**config.mk**
```make
export PLATFORM = sky130hd
export DESIGN_NAME = mxb_bus
export DESIGN_NICKNAME = d
export VERILOG_FILES = /design/src/hw/mxb_pkg.sv /design/src/hw/mxb_bus.sv
export VERILOG_INCLUDE_DIRS = /design/src /design/src/hw
export SDC_FILE = /design/constraint.sdc
export NUM_CORES = 1
export LEC_CHECK = 0
export ABC_CLOCK_PERIOD_IN_PS = 2510
export BUFFER_PORTS_ARGS = -buffer_cell sky130_fd_sc_hd__buf_2
export CAP_MARGIN = 20
export CORE_AREA = 2 2 118 74
export CTS_CLUSTER_SIZE = 14
export DETAILED_ROUTE_END_ITERATION = 16
export DIE_AREA = 0 0 120 76
export GPL_TIMING_DRIVEN = 0
export PLACE_DENSITY = 0.79
export SLEW_MARGIN = 30
export SYNTH_ARGS = -nofsm -noshare
export SYNTH_HDL_FRONTEND = slang
export SYNTH_SLANG_ARGS = --single-unit
```
**constraint.sdc**
```tcl
create_clock -name i_core_clk -period 2.51 [get_ports i_core_clk]
set_input_delay 0.502 -clock i_core_clk [delete_from_list [all_inputs] [get_ports i_core_clk]]
set_output_delay 0.502 -clock i_core_clk [all_outputs]
set_load 0.01 [all_outputs]
```
**src/hw/mxb_cfg.svh**
```systemverilog
`ifndef MXB_CFG_SVH
`define MXB_CFG_SVH

// register offsets on the register port
`define MXB_OFF_PORT0       8'h00
`define MXB_OFF_PORT1       8'h01
`define MXB_OFF_STATUS      8'hfc
`define MXB_OFF_P3_CFG      8'hf7
`define MXB_OFF_P01_CFG     8'hf8

// port01_function_config fields
`define MXB_P01_LO_IN       0
`define MXB_P01_LO_ADDR     1
`define MXB_P01_STACK_INT   2
`define MXB_P01_P1_LO       3
`define MXB_P01_P1_HI       4
`define MXB_P01_EXT_TIM     5
`define MXB_P01_HI_IN       6
`define MXB_P01_HI_ADDR     7
`define MXB_P1_MODE_OUT     2'h0
`define MXB_P1_MODE_IN      2'h1
`define MXB_P1_MODE_AD      2'h2
`define MXB_P1_MODE_HIZ     2'h3
// ports inputs, stack internal, extended timing, p1 input
`define MXB_P01_RESET       8'h6d

// port3_function_config fields
`define MXB_P3_DM_LO        3
`define MXB_P3_DM_HI        4
`define MXB_P3_DM_A         2'h2
`define MXB_P3_DM_B         2'h1
`define MXB_P3_RESET        8'h00

// timing: clocks per state, first program address
`define MXB_STATE_CLKS      2
`define MXB_RESET_PC        16'h000c
`define MXB_ALL_ONES        8'hff
`define MXB_NIB_ONES        4'hf

`endif

```
**src/hw/mxb_pkg.sv**
```systemverilog
package mxb_pkg;

  typedef enum logic [1:0] {
    MXB_ST_IDLE = 2'b00,
    MXB_ST_ADDR = 2'b01,
    MXB_ST_DATA = 2'b10,
    MXB_ST_END  = 2'b11
  } mxb_state_e;

  typedef enum logic [1:0] {
    MXB_K_FETCH = 2'b00,
    MXB_K_CODE  = 2'b01,
    MXB_K_DATA  = 2'b10,
    MXB_K_STACK = 2'b11
  } mxb_kind_e;

  typedef struct packed {
    mxb_kind_e   kind;
    logic        write;
    logic        internal;
    logic [15:0] addr;
    logic [7:0]  wdata;
  } mxb_req_s;

  typedef struct packed {
    logic [7:0] o;
    logic [7:0] oe;
  } mxb_port_s;

  typedef struct packed {
    logic as_n;
    logic as_oe;
    logic ds_n;
    logic ds_oe;
    logic rw;
    logic rw_oe;
    logic dm_n;
    logic dm_oe;
  } mxb_ctl_s;

  typedef struct packed {
    mxb_state_e  state;
    logic [3:0]  cnt;
    mxb_req_s    req;
    logic        ext;
    logic        shown;
    logic        dm;
    logic [7:0]  rdata;
    logic        rsp_valid;
    logic [7:0]  port01_function_config;
    logic [7:0]  p3m;
    logic [7:0]  p0_out;
    logic [7:0]  p1_out;
    logic [7:0]  reg_rdata;
    logic        started;
    logic        exec_start;
  } mxb_core_s;

endpackage

```
**src/hw/mxb_bus.sv**
```systemverilog
`include "mxb_cfg.svh"

module mxb_bus #(
  parameter int unsigned STATE_CLKS = `MXB_STATE_CLKS
) (
  input  wire logic              i_core_clk,
  input  wire logic              i_reset,
  input  wire logic              i_req_valid,
  input  wire mxb_pkg::mxb_req_s i_req,
  output logic                   o_req_ready,
  output logic                   o_rsp_valid,
  output logic [7:0]             o_rsp_rdata,
  input  wire logic [7:0]        i_reg_addr,
  input  wire logic [7:0]        i_reg_wdata,
  input  wire logic              i_reg_wr,
  input  wire logic              i_reg_rd,
  output logic [7:0]             o_reg_rdata,
  input  wire logic [7:0]        i_p0_in,
  output mxb_pkg::mxb_port_s     o_p0,
  input  wire logic [7:0]        i_p1_in,
  output mxb_pkg::mxb_port_s     o_p1,
  output mxb_pkg::mxb_ctl_s      o_ctl,
  output logic                   o_exec_start,
  output logic [15:0]            o_exec_addr
);
  import mxb_pkg::*;

  localparam logic [3:0] CNT_STATE = 4'(STATE_CLKS - 1);
  // extended state adds one more state time to the data strobe
  localparam logic [3:0] CNT_EXT   = 4'(2 * STATE_CLKS - 1);

  mxb_core_s q;
  mxb_core_s d;

  logic [1:0] p1_mode;
  logic       bus_on;
  logic       shared;
  logic       lo_addr;
  logic       hi_addr;
  logic       stack_int;
  logic       ext_tim;
  logic       dm_en;
  logic       busy;
  logic [3:0] p0_lo_val;
  logic [3:0] p0_hi_val;
  logic       req_ext;
  logic       req_dm;
  logic       code_wr;

  assign p1_mode   = q.port01_function_config[`MXB_P01_P1_HI:`MXB_P01_P1_LO];
  assign bus_on    = (p1_mode == `MXB_P1_MODE_AD);
  assign shared    = (p1_mode == `MXB_P1_MODE_HIZ);
  assign lo_addr   = q.port01_function_config[`MXB_P01_LO_ADDR];
  assign hi_addr   = q.port01_function_config[`MXB_P01_HI_ADDR];
  assign stack_int = q.port01_function_config[`MXB_P01_STACK_INT];
  assign ext_tim   = q.port01_function_config[`MXB_P01_EXT_TIM];
  assign dm_en     =
    (q.p3m[`MXB_P3_DM_HI:`MXB_P3_DM_LO] == `MXB_P3_DM_A) ||
    (q.p3m[`MXB_P3_DM_HI:`MXB_P3_DM_LO] == `MXB_P3_DM_B);
  assign busy      = (q.state != MXB_ST_IDLE);

  assign p0_lo_val = q.port01_function_config[`MXB_P01_LO_IN] ? i_p0_in[3:0] : q.p0_out[3:0];
  assign p0_hi_val = q.port01_function_config[`MXB_P01_HI_IN] ? i_p0_in[7:4] : q.p0_out[7:4];

  // a code-space load that writes is always taken outside
  assign code_wr = (i_req.kind == MXB_K_CODE) && i_req.write;
  always_comb begin
    req_ext = 1'b0;
    unique case (i_req.kind)
      MXB_K_DATA:  req_ext = 1'b1;
      MXB_K_STACK: req_ext = !stack_int;
      MXB_K_CODE:  req_ext = !i_req.internal || code_wr;
      MXB_K_FETCH: req_ext = !i_req.internal;
    endcase
  end
  assign req_dm = dm_en && ((i_req.kind == MXB_K_DATA) ||
                  ((i_req.kind == MXB_K_STACK) && !stack_int));

  always_comb begin
    d            = q;
    d.rsp_valid  = 1'b0;
    d.exec_start = 1'b0;
    d.reg_rdata  = 8'h00;

    if (!q.started) begin
      d.started    = 1'b1;
      d.exec_start = 1'b1;
    end

    // register writes; port bits in use by the bus are protected
    if (i_reg_wr) begin
      unique case (i_reg_addr)
        `MXB_OFF_P01_CFG: d.port01_function_config = i_reg_wdata;
        `MXB_OFF_P3_CFG:  d.p3m  = i_reg_wdata;
        `MXB_OFF_PORT0: begin
          if (!lo_addr) begin
            d.p0_out[3:0] = i_reg_wdata[3:0];
          end
          if (!hi_addr) begin
            d.p0_out[7:4] = i_reg_wdata[7:4];
          end
        end
        `MXB_OFF_PORT1: begin
          if (!bus_on && !shared) begin
            d.p1_out = i_reg_wdata;
          end
        end
        default: ;
      endcase
    end

    // mode registers are write only and read back as zero
    if (i_reg_rd) begin
      unique case (i_reg_addr)
        `MXB_OFF_PORT0: begin
          d.reg_rdata = {hi_addr ? `MXB_NIB_ONES : p0_hi_val,
                         lo_addr ? `MXB_NIB_ONES : p0_lo_val};
        end
        `MXB_OFF_PORT1: begin
          if (bus_on || shared) begin
            d.reg_rdata = `MXB_ALL_ONES;
          end else if (p1_mode == `MXB_P1_MODE_IN) begin
            d.reg_rdata = i_p1_in;
          end else begin
            d.reg_rdata = q.p1_out;
          end
        end
        `MXB_OFF_STATUS: begin
          d.reg_rdata = {4'h0, q.dm, busy, shared, bus_on};
        end
        default: d.reg_rdata = 8'h00;
      endcase
    end

    unique case (q.state)
      MXB_ST_IDLE: begin
        if (i_req_valid) begin
          d.req   = i_req;
          // without the bus the cycle runs silently at the unextended length
          d.ext   = req_ext && bus_on;
          d.shown = bus_on;
          d.dm    = req_dm && bus_on;
          d.rdata = 8'h00;
          d.cnt   = CNT_STATE;
          d.state = MXB_ST_ADDR;
        end
      end
      MXB_ST_ADDR: begin
        if (q.cnt == 4'h0) begin
          // internal access time unchanged by extended timing
          d.cnt   = (q.ext && ext_tim) ? CNT_EXT : CNT_STATE;
          d.state = MXB_ST_DATA;
        end else begin
          d.cnt = q.cnt - 4'h1;
        end
      end
      MXB_ST_DATA: begin
        if (q.cnt == 4'h0) begin
          if (q.ext && !q.req.write) begin
            d.rdata = i_p1_in;
          end
          d.cnt   = CNT_STATE;
          d.state = MXB_ST_END;
        end else begin
          d.cnt = q.cnt - 4'h1;
        end
      end
      MXB_ST_END: begin
        if (q.cnt == 4'h0) begin
          d.rsp_valid = 1'b1;
          d.state     = MXB_ST_IDLE;
        end else begin
          d.cnt = q.cnt - 4'h1;
        end
      end
    endcase
  end

  always_ff @(posedge i_core_clk) begin
    if (i_reset) begin
      q            <= '0;
      q.state      <= MXB_ST_IDLE;
      q.req.kind   <= MXB_K_FETCH;
      q.port01_function_config       <= `MXB_P01_RESET;
      q.p3m        <= `MXB_P3_RESET;
    end else begin
      q <= d;
    end
  end

  // control strobes; address, data and direction strobes float together in shared mode, data space select does not
  always_comb begin
    o_ctl.as_oe = !shared;
    o_ctl.ds_oe = !shared;
    o_ctl.rw_oe = !shared;
    // low for the first clock of the first state, rising mid-state
    o_ctl.as_n  = !(q.shown && (q.state == MXB_ST_ADDR) &&
                    (q.cnt == CNT_STATE));
    o_ctl.ds_n  = !(q.ext && (q.state == MXB_ST_DATA));
    o_ctl.rw    = !(q.ext && busy && q.req.write);
    o_ctl.dm_oe = dm_en;
    o_ctl.dm_n  = !(q.dm && busy);
  end

  // port 1: address in the first state, then write data or released
  always_comb begin
    o_p1.o  = q.p1_out;
    o_p1.oe = 8'h00;
    if (bus_on) begin
      if (q.state == MXB_ST_ADDR) begin
        o_p1.o  = q.req.addr[7:0];
        o_p1.oe = q.shown ? `MXB_ALL_ONES : 8'h00;
      end else begin
        o_p1.o  = q.req.wdata;
        // held through the closing state so data outlasts the strobe
        o_p1.oe = (q.ext && q.req.write &&
                   ((q.state == MXB_ST_DATA) || (q.state == MXB_ST_END)))
                  ? `MXB_ALL_ONES : 8'h00;
      end
    end else if (p1_mode == `MXB_P1_MODE_OUT) begin
      o_p1.oe = `MXB_ALL_ONES;
    end
  end

  // port 0 nibbles: upper address held for the whole cycle and after
  always_comb begin
    o_p0.o[3:0]  = lo_addr ? q.req.addr[11:8] : q.p0_out[3:0];
    o_p0.o[7:4]  = hi_addr ? q.req.addr[15:12] : q.p0_out[7:4];
    o_p0.oe[3:0] = lo_addr ? {4{!shared}}
                           : {4{!q.port01_function_config[`MXB_P01_LO_IN]}};
    o_p0.oe[7:4] = hi_addr ? {4{!shared}}
                           : {4{!q.port01_function_config[`MXB_P01_HI_IN]}};
  end

  assign o_req_ready  = !busy;
  assign o_rsp_valid  = q.rsp_valid;
  assign o_rsp_rdata  = q.rdata;
  assign o_reg_rdata  = q.reg_rdata;
  assign o_exec_start = q.exec_start;
  assign o_exec_addr  = `MXB_RESET_PC;

endmodule // mxb_bus

```
==> flow_metrics.py, run 1 <==
metrics = {
    "final_layout": {
        "drive_above_1_share": 0.343,
        "nNetsFinal": 676,
        "final_cells": 721,
        "flow.area_growth_from_synthesis_pct": 28.7,
        "fill_cells": 714,
        "mostFrequentLayoutCell": "buf_2",
        "mostFrequentLayoutCells": "buf_2, dfxtp_1, nand2_1, mux2i_1, buf_4",
        "insertedDiodeCount": 0,
        "layout.core_utilization": 0.624,
        "fin_area_mm2": 0.00510,
    },
    "sta": {
        "period_minus_slack_ps": 2420,
        "timing.final.ws_setup_ps": 86.6,
        "slew_headroom": 0.410,
        "rsz0062_at_grt": "no",
        "timing_hold_violations_final": 0,
        "number_of_failing_setup_endpoints_in_the_final_timing_report": 0,
        "worst_pin_slew_ps": 884,
        "period_share": 0.966,
        "finalSetupTns_ps": 0,
        "finalMaxSlewViolations": 0,
        "max_freq_mhz": 413,
        "clock_skew_ps": 5.02,
        "final.hold.worst_slack_ps": 391,
    },
    "status": {
        "result_of_the_run": "completed",
    },
    "critical_path": {
        "timing.critical_path.mode_cell": "buf_6",
        "worst_path_dominant_cell_family": "buffers and inverters",
        "cp-startpoint": "q[87]$_SDFFE_PP0P_",
        "critical_path.startpoint_type": "register",
        "worst-path-max-fanout": 10,
        "worstPathCellList": "inv_1 -> ha_2 -> buf_6 -> nor2_1 -> o21ai_1 -> a31oi_2 -> buf_6 -> buf_4 -> buf_2",
        "crit_slowest_cell": "dfxtp_2",
        "critical_path_data_required_time_ps": 2010,
        "worstSetupEndpointType": "output port",
        "worst-endpoint-arrival_ps": 1920,
        "cp.buffers_inverters": 5,
        "slowest_delay_ps": 350,
        "timing_worst_setup_path_type": "reg -> out",
        "r2r-start": "q[86]$_SDFFE_PP0P_",
    },
    "clock_tree": {
        "clock_slew_seen_by_the_registers_of_the_worst_setup_and_hold_paths_ps": 60,
        "clock_tree_from_tritoncts": "done",
        "clock_insertion_delay_worst_skew_ps": 340,
        "clock_tree.htree_level_count": 3,
        "cts-buffers-inserted": 9,
        "cts.root.buffer_cell": "clkbuf_16",
        "cts_num_sinks": 79,
        "number_of_buffers_on_the_longest_clock_path": 2,
        "postCtsHoldBufs": 0,
    },
    "drt": {
        "drt_iter0_markers": 288,
        "drcViolationCount": 0,
        "viasPerCell": 5.18,
        "ant_nets": 0,
        "wire_per_inst_um": 15.8,
        "drt_first_pass_iters": 4,
        "dr_total_vias": 3736,
        "detail_route.wirelength_um": 11400,
    },
    "grt": {
        "globalRoute.totalOverflow": 0,
        "first_global_vias": 3532,
        "global_route.usage.total": 0.248,
        "grt_start_max_net_pins": 14,
        "antenna_found_initial": 0,
        "grt_first_pass_wirelength_um": 17700,
    },
    "synth": {
        "commonest_register_cell_after_synthesis": "dfxtp_1",
        "post_synthesis_sequential_area_ratio": 0.399,
        "postSynthRegisterBits": 79,
        "async_set_reset_flop_share_out_of_synthesis": 0,
        "syn-mean-instance-area_um2": 8.69,
        "synth-edff-count": 0,
        "synthesis.yosys.warnings": 0,
        "syn-cell-area_mm2": 0.00396,
        "yosys.cell_types.count": 43,
        "syn-instance-count": 456,
    },
    "job": {
        "max_cap_violations": 0,
    },
    "hold_path": {
        "worstHoldStart": "i_req[1]",
        "hp-class": "in -> reg",
    },
    "power": {
        "leakage_nw": 2.54,
        "report.power.total_mw": 3.66,
        "powerDensity_mw_per_mm2": 717,
        "vdd.ir_drop.worst_v": 0.000363,
    },
    "floorplanning": {
        "die-width_um": 120,
        "placeableCoreArea_mm2": 0.00817,
        "num_rows": 26,
        "initial_core_util": 0.485,
        "io_pins": 140,
        "die_h_um": 76,
        "die_area_mm2": 0.00912,
    },
    "place": {
        "number_of_cells_after_detailed_placement": 705,
        "dpl-instance-area_mm2": 0.00477,
        "estimated_wirelength_of_the_detail_placed_design_um": 8740,
        "pre_cts_slack_ps": -240,
        "port-buffer-count": 123,
        "globalplace.congestion": 0.926,
    },
}
routing by layer:
| metal | vias up | wire length [um] | part of all wire | GRT usage |
|---|---|---|---|---|
| met2 | 164 | 5130 | 0.45 | 0.395 |
| met4 | 0 | 132 | 0.012 | 0.0588 |
| met1 | 1762 | 5250 | 0.46 | 0.343 |
| li1 | 1797 | - | - | - |
| met3 | 13 | 896 | 0.079 | 0.0546 |
| met5 | - | 0 | 0 | 0 |
registers in the layout, indices dropped and copies added, names as in the netlist:
signal	cells
o_exec_start	1
lo_addr	1
ext_tim	1
hi_addr	1
o_rsp_rdata	8
q	56
o_rsp_valid	1
o_reg_rdata	8
p1_mode	2
timing repair:
action | in CTS | in global routing
endpoints found under the setup margin | 17 | 15
pin swaps | 1 | 1
resized for setup | 6 | 5
setup buffers | 1 | 0
logic make-up after synthesis:
group,count (synthesis),synth area share
AO/OA/AOI/OAI,78,0.121
adder cells (fa/ha/maj),7,0.0221
flip-flops,79,0.399
AND/OR/NAND/NOR,151,0.181
XOR/XNOR,1,0.00221
other,2,0.00190
buffers and inverters,79,0.121
multiplexers,59,0.152
cell usage after synthesis, types with 2 or more instances:
| library cell | n | area [um^2] |
|---|---|---|
| nor2b_1 | 5 | 31.3 |
| nand4_2 | 2 | 25.0 |
| nand4_1 | 3 | 18.8 |
| mux2_2 | 8 | 90.1 |
| ha_1 | 7 | 87.6 |
| nand2_1 | 75 | 282 |
| inv_1 | 6 | 22.5 |
| buf_2 | 2 | 10.0 |
| or2_2 | 3 | 18.8 |
| and2_1 | 2 | 12.5 |
| o21ai_0 | 15 | 75.1 |
| nand3_1 | 2 | 10.0 |
| nor2_1 | 32 | 120 |
| nand3b_1 | 2 | 15.0 |
| a22o_1 | 8 | 70.1 |
| conb_1 | 2 | 7.51 |
| a31oi_1 | 3 | 18.8 |
| nand4b_1 | 2 | 17.5 |
| nand2b_1 | 8 | 50.1 |
| mux2i_1 | 51 | 510 |
| nor3_1 | 5 | 25.0 |
| a221oi_1 | 5 | 43.8 |
| nor4_1 | 2 | 12.5 |
| a221o_1 | 4 | 40.0 |
| dfxtp_1 | 79 | 1580 |
| nor3b_1 | 2 | 15.0 |
| buf_4 | 48 | 360 |
| buf_1 | 5 | 18.8 |
| a21oi_1 | 38 | 190 |
| clkbuf_1 | 17 | 63.8 |
where the power goes:
| group | internal (mW) | switching, mW | leakage, nW | total [mW] |
|---|---|---|---|---|
| clock network | 0.802 | 0.523 | 0.139 | 1.32 |
| registers | 1.36 | 0.0740 | 0.642 | 1.44 |
| logic | 0.334 | 0.562 | 1.76 | 0.896 |
| total | 2.50 | 1.16 | 2.54 | 3.66 |
worst paths after layout:
kind              slack [ps]  cells past startpoint                          end
setup reg to reg         320                      6  o_rsp_rdata[1]$_SDFFE_PP0P_
hold reg to reg          390                      1      o_exec_start$_SDFF_PP0_
hold / removal           390                      3           q[55]$_SDFFE_PP0P_
setup / recovery          90                      9                      o_p1[5]
worst min-delay path, cell delays in order:
cell     delay (ps)
buf_2            90
nand2_1          40
a21oi_1          50
cell type report:
cell class | count | area (um^2) | share of cell area
timing repair buffer | 124 | 627 | 0.123
clock inverter | 4 | 53.8 | 0.0106
tap | 112 | 140 | 0.0275
buffer | 71 | 458 | 0.0898
inverter | 7 | 26.3 | 0.00515
sequential | 79 | 1580 | 0.310
multi-input combinational | 312 | 1960 | 0.385
clock buffer | 12 | 246 | 0.0483
Power figures use the tool's default switching activity.
==> run 2, diff against run 1 <==
--- a/config.mk
+++ b/config.mk
@@ -7,13 +7,13 @@
 export NUM_CORES = 1
 export LEC_CHECK = 0
-export ABC_CLOCK_PERIOD_IN_PS = 2510
+export ABC_CLOCK_PERIOD_IN_PS = 2950
 export BUFFER_PORTS_ARGS = -buffer_cell sky130_fd_sc_hd__buf_2
 export CAP_MARGIN = 20
-export CORE_AREA = 2 2 118 74
+export CORE_AREA = 2 2 114 72
 export CTS_CLUSTER_SIZE = 14
 export DETAILED_ROUTE_END_ITERATION = 16
-export DIE_AREA = 0 0 120 76
+export DIE_AREA = 0 0 116 74
 export GPL_TIMING_DRIVEN = 0
-export PLACE_DENSITY = 0.79
+export PLACE_DENSITY = 0.84
 export SLEW_MARGIN = 30
 export SYNTH_ARGS = -nofsm -noshare
==> constraint.sdc (replaced) <==
create_clock -name i_core_clk -period 2.95 [get_ports i_core_clk]
set_input_delay 0.295 -clock i_core_clk [delete_from_list [all_inputs] [get_ports i_core_clk]]
set_output_delay 0.295 -clock i_core_clk [all_outputs]
set_load 0.01 [all_outputs]
==> run 2 against run 1 <==
Net effect: clock power decreased by 12%; die area fell by 5.9%; count of clock-buffer cells in the layout unchanged; routed wire length increased by 2.2%; critical path type unchanged; via count rose by 2.9%; critical endpoint is now o_p1[3]; worst setup slack better by 170 ps.
==> flow_metrics.py, run 2 (synthesis results as in run 1) <==
metrics = {
    "critical_path": {
        "slowest_delay_ps": 510,
        "timing.critical_path.mode_cell": "buf_2",
        "worst-endpoint-arrival_ps": 2400,
        "worst_path_dominant_cell_family": "compound AO/OA/AOI/OAI gates",
        "worstSetupEndpointType": "output port",
        "crit_slowest_cell": "a31oi_1",
        "worstPathCellList": "inv_1 -> ha_1 -> buf_2 -> nor2_1 -> o21ai_0 -> a31oi_1 -> buf_4 -> buf_2",
        "critical_path_data_required_time_ps": 2650,
        "worst-path-max-fanout": 10,
        "timing_worst_setup_path_type": "reg -> out",
        "cp.buffers_inverters": 4,
        "critical_path.startpoint_type": "register",
    },
    "clock_tree": {
        "clock_slew_seen_by_the_registers_of_the_worst_setup_and_hold_paths_ps": 60,
        "cts.root.buffer_cell": "clkbuf_16",
        "cts_num_sinks": 79,
        "cts-buffers-inserted": 9,
        "number_of_buffers_on_the_longest_clock_path": 2,
        "clock_insertion_delay_worst_skew_ps": 340,
        "postCtsHoldBufs": 0,
        "post_cts.repair.setup_buffers": 0,
        "clock_tree_from_tritoncts": "done",
        "clock_tree.htree_level_count": 3,
    },
    "drt": {
        "viasPerCell": 5.36,
        "wire_per_inst_um": 16.3,
        "ant_nets": 0,
        "drt_iter0_markers": 247,
        "drcViolationCount": 0,
        "detail_route.wirelength_um": 11700,
        "drt_first_pass_iters": 5,
        "dr_total_vias": 3846,
    },
    "floorplanning": {
        "placeableCoreArea_mm2": 0.00757,
        "num_rows": 25,
        "die_h_um": 74,
        "die_area_mm2": 0.00858,
        "io_pins": 140,
        "initial_core_util": 0.523,
        "die-width_um": 116,
    },
    "final_layout": {
        "fin_area_mm2": 0.00508,
        "mostFrequentLayoutCell": "buf_2",
        "regArea_mm2": 0.00158,
        "mostFrequentLayoutCells": "buf_2, dfxtp_1, nand2_1, mux2i_1, buf_4",
        "drive_above_1_share": 0.337,
        "nNetsFinal": 676,
        "flow.area_growth_from_synthesis_pct": 28.3,
        "insertedDiodeCount": 0,
        "largest_register": "q",
        "multiInputGateArea_mm2": 0.00195,
        "largest_reg_flops": 56,
        "fill_cells": 629,
    },
    "job": {
        "max_cap_violations": 0,
    },
    "power": {
        "sw_frac_of_total": 0.313,
        "combPwrFrac": 0.243,
        "leakage_nw": 2.55,
        "seq_power_share": 0.389,
        "vdd.ir_drop.worst_v": 0.000358,
        "cell_internal_pwr_mw": 2.16,
        "power.net_switching_mw": 0.983,
        "power.share.clock": 0.368,
        "powerDensity_mw_per_mm2": 618,
    },
    "grt": {
        "antenna_found_initial": 0,
        "grt_start_max_net_pins": 14,
        "first_global_vias": 3549,
        "global_route.usage.total": 0.269,
        "grt_first_pass_wirelength_um": 17400,
        "globalRoute.totalOverflow": 0,
    },
    "place": {
        "dpl-instance-area_mm2": 0.00476,
        "port-buffer-count": 123,
        "estimated_wirelength_of_the_detail_placed_design_um": 8880,
        "globalplace.congestion": 0.993,
    },
    "status": {
        "result_of_the_run": "completed",
    },
    "sta": {
        "number_of_failing_setup_endpoints_in_the_final_timing_report": 0,
        "finalMaxSlewViolations": 0,
        "period_minus_slack_ps": 2700,
        "slew_headroom": 0.389,
        "timing_hold_violations_final": 0,
        "clock_skew_ps": 4.40,
        "finalSetupTns_ps": 0,
        "max_freq_mhz": 371,
        "period_share": 0.914,
        "worst_pin_slew_ps": 916,
        "rsz0062_at_grt": "no",
    },
    "hold_path": {
        "hp-class": "in -> reg",
    },
}
## run 2: cell types whose count changed in the layout (fill, tap and decap cells not counted), sizes merged
cell	previous run	this run
buf	179	178
clkbuf	28	29
clkinv	1	2
clkinvlp	2	1
## run 2: worst reg2reg max path: cells and delay by family, from the launching register on
kind | cells | cell delay (ps)
compound gates | 3 | 1130
buf+inv | 2 | 530
flops | 1 | 340
fa+ha+maj | 1 | 240
## run 2: power by group through the flow
stage	clock (mW)	combinational, mW	sequential [mW]
after floorplan	0	0.507	1.22
after global placement	0	0.692	1.23
after detailed placement	0	0.736	1.24
after CTS	1.16	0.744	1.22
after global routing	1.20	0.830	1.23
final	1.16	0.763	1.22
## run 2: layout make-up
class | count | share of cell area
multi-input cells | 312 | 0.384
flip-flops and latches | 79 | 0.311
repair buffers | 123 | 0.121
plain buffers | 72 | 0.0893
clock buffers | 12 | 0.0524
well taps | 108 | 0.0266
clock inverters | 4 | 0.0101
inverters | 7 | 0.00517
## run 2: routing by layer
layer,vias to the layer above,track usage,wire length (um)
met4,0,0.0767,189
met2,208,0.435,5260
met3,21,0.0839,1130
li1,1799,-,-
met5,-,0,0
met1,1818,0.353,5070
## run 2: per-stage QoR
| stage | worst slack, ps | utilization | instances | hold slack (ps) | total power, mW |
|---|---|---|---|---|---|
| 6_report | 252 | 0.672 | 717 | 194 | 3.14 |
| 5_1_grt | 46.2 | 0.672 | 717 | 197 | 3.26 |
| 4_1_cts | 247 | 0.672 | 717 | 192 | 3.12 |
| 3_5_place_dp | 354 | 0.629 | 701 | 374 | 1.98 |
| 3_3_place_gp | 509 | 0.629 | 701 | 369 | 1.93 |
| 2_1_floorplan | 769 | - | 470 | 363 | 1.73 |
## run 2: path summary, 6_finish.rpt
path | depth (start not counted) | slack (ps) | to | startpoint
hold reg to reg | 1 | 380 | o_exec_start$_SDFF_PP0_ | q[1]$_SDFF_PP0_
hold / removal | 3 | 190 | q[75]$_SDFFE_PP0P_ | i_req[21]
setup / recovery | 8 | 250 | o_p1[3] | q[87]$_SDFFE_PP0P_
setup reg to reg | 6 | 650 | o_rsp_rdata[7]$_SDFFE_PP0P_ | q[86]$_SDFFE_PP0P_
## run 2: what timing repair did
action,in CTS,in global routing
endpoints found under the hold margin,0,0
setup endpoints to repair,3,0
gates resized for setup,1,0
==> run 3, diff against run 2 <==
ABC_CLOCK_PERIOD_IN_PS = 3200   (was 2950)
clock period = 3.2 ns   (was 2.95 ns; I/O delays follow)
==> run 3 against run 2 <==
Net effect: die area unchanged; sequential share of layout area about the same; global-route usage unchanged; clock skew up 1.5 ps; clock power down 8%; register-to-register slack better by 260 ps; routed wire length about the same; largest power group unchanged; worst hold slack better by 26 ps; core utilization about the same; count of clock-buffer cells in the layout unchanged; power down 7.9%; final area about the same.
==> flow_metrics.py, run 3 (synthesis results as in run 1) <==
metrics = {
    "status": {
        "result_of_the_run": "completed",
    },
    "sta": {
        "clock_skew_ps": 5.85,
        "rsz0062_at_grt": "no",
        "finalSetupTns_ps": 0,
        "number_of_failing_setup_endpoints_in_the_final_timing_report": 0,
        "max_freq_mhz": 335,
        "period_share": 0.933,
        "finalMaxSlewViolations": 0,
        "timing.final.ws_setup_ps": 216,
        "slew_headroom": 0.402,
        "worst_pin_slew_ps": 897,
        "period_minus_slack_ps": 2980,
        "timing_hold_violations_final": 0,
    },
    "critical_path": {
        "critical_path_data_required_time_ps": 2880,
        "r2r-start": "q[86]$_SDFFE_PP0P_",
        "cp.buffers_inverters": 4,
        "slowest_delay_ps": 560,
        "worst_path_dominant_cell_family": "buffers and inverters",
        "worstPathCellList": "inv_1 -> ha_1 -> buf_1 -> nand2_1 -> a31oi_1 -> buf_4 -> buf_2",
        "crit_slowest_cell": "buf_1",
        "worst-endpoint-arrival_ps": 2660,
        "cp-startpoint": "q[87]$_SDFFE_PP0P_",
        "critical_path.startpoint_type": "register",
        "timing_worst_setup_path_type": "reg -> out",
        "worst-path-max-fanout": 10,
        "worstSetupEndpointType": "output port",
    },
    "drt": {
        "drt_first_pass_iters": 5,
        "dr_total_vias": 3857,
        "detail_route.wirelength_um": 11700,
        "drcViolationCount": 0,
        "viasPerCell": 5.38,
        "drt_iter0_markers": 245,
        "ant_nets": 0,
        "wire_per_inst_um": 16.3,
    },
    "clock_tree": {
        "postCtsHoldBufs": 0,
        "clock_tree_from_tritoncts": "done",
        "clock_tree.htree_level_count": 3,
        "cts_num_sinks": 79,
        "clock_insertion_delay_worst_skew_ps": 340,
        "number_of_buffers_on_the_longest_clock_path": 2,
        "cts.root.buffer_cell": "clkbuf_16",
        "cts-buffers-inserted": 9,
        "clock_slew_seen_by_the_registers_of_the_worst_setup_and_hold_paths_ps": 60,
        "post_cts.repair.setup_buffers": 0,
        "cts.repair.resized": 0,
    },
    "floorplanning": {
        "die-width_um": 116,
        "num_rows": 25,
        "io_pins": 140,
        "placeableCoreArea_mm2": 0.00757,
        "initial_core_util": 0.523,
        "die_area_mm2": 0.00858,
        "die_h_um": 74,
    },
    "power": {
        "leakage_nw": 2.54,
        "powerDensity_mw_per_mm2": 570,
        "vdd.ir_drop.worst_v": 0.000330,
    },
    "place": {
        "pre_cts_slack_ps": 579,
        "port-buffer-count": 123,
        "globalplace.congestion": 0.993,
        "estimated_wirelength_of_the_detail_placed_design_um": 8880,
        "dpl-instance-area_mm2": 0.00476,
    },
    "final_layout": {
        "drive_above_1_share": 0.335,
        "mostFrequentLayoutCell": "buf_2",
        "largest_reg_flops": 56,
        "nNetsFinal": 676,
        "flow.area_growth_from_synthesis_pct": 28.3,
        "largest_register": "q",
        "layout.core_utilization": 0.671,
        "insertedDiodeCount": 0,
        "mostFrequentLayoutCells": "buf_2, dfxtp_1, nand2_1, mux2i_1, buf_4",
        "fin_area_mm2": 0.00508,
    },
    "grt": {
        "globalRoute.totalOverflow": 0,
        "grt_first_pass_wirelength_um": 17400,
        "global_route.usage.total": 0.269,
        "first_global_vias": 3549,
        "grt_start_max_net_pins": 14,
        "antenna_found_initial": 0,
    },
    "job": {
        "max_cap_violations": 0,
    },
    "hold_path": {
        "hp-class": "in -> reg",
        "worstHoldStart": "i_req[21]",
    },
}
[run 3: worst reg2reg max path: stages, from the launching register on]
cell	delay, ps
dfxtp_1	340
inv_1	130
ha_1	240
clkbuf_1	420
o21ai_0	160
a21oi_1	720
a22o_1	240
[run 3: cell type report]
type	count	area (um^2)
fill	630	2490
multi-input combinational	312	1950
sequential	79	1580
timing repair buffer	123	616
buffer	72	453
clock buffer	12	267
tap	108	135
clock inverter	4	51.3
inverter	7	26.3
[run 3: per-stage QoR]
stage                     hold WS [ps]  power [mW]  instances
after floorplan                    363        1.60        470
after global placement             369        1.78        701
after detailed placement           374        1.82        701
after CTS                          217        2.88        717
after global routing               222        3.00        717
final                              220        2.90        717
[run 3: final timing paths]
path | depth (start not counted) | slack [ps] | to
worst max-delay path | 7 | 220 | o_p1[3]
worst min-delay path | 3 | 220 | q[75]$_SDFFE_PP0P_
worst max register to register | 6 | 910 | o_rsp_rdata[1]$_SDFFE_PP0P_
worst min register to register | 1 | 380 | o_exec_start$_SDFF_PP0_
[run 3: power by group]
group,leakage [nW],total [mW],switching (mW),internal (mW)
sequential,0.642,1.13,0.0585,1.07
clock,0.155,1.07,0.397,0.669
combinational,1.75,0.704,0.450,0.254
[run 3: metal layers]
layer | share of wire | vias up | wire length, um | track usage
met3 | 0.099 | 22 | 1160 | 0.0839
met2 | 0.45 | 221 | 5270 | 0.435
met1 | 0.43 | 1814 | 5070 | 0.353
met5 | 0 | - | 0 | 0
li1 | - | 1800 | - | -
met4 | 0.014 | 0 | 158 | 0.0767
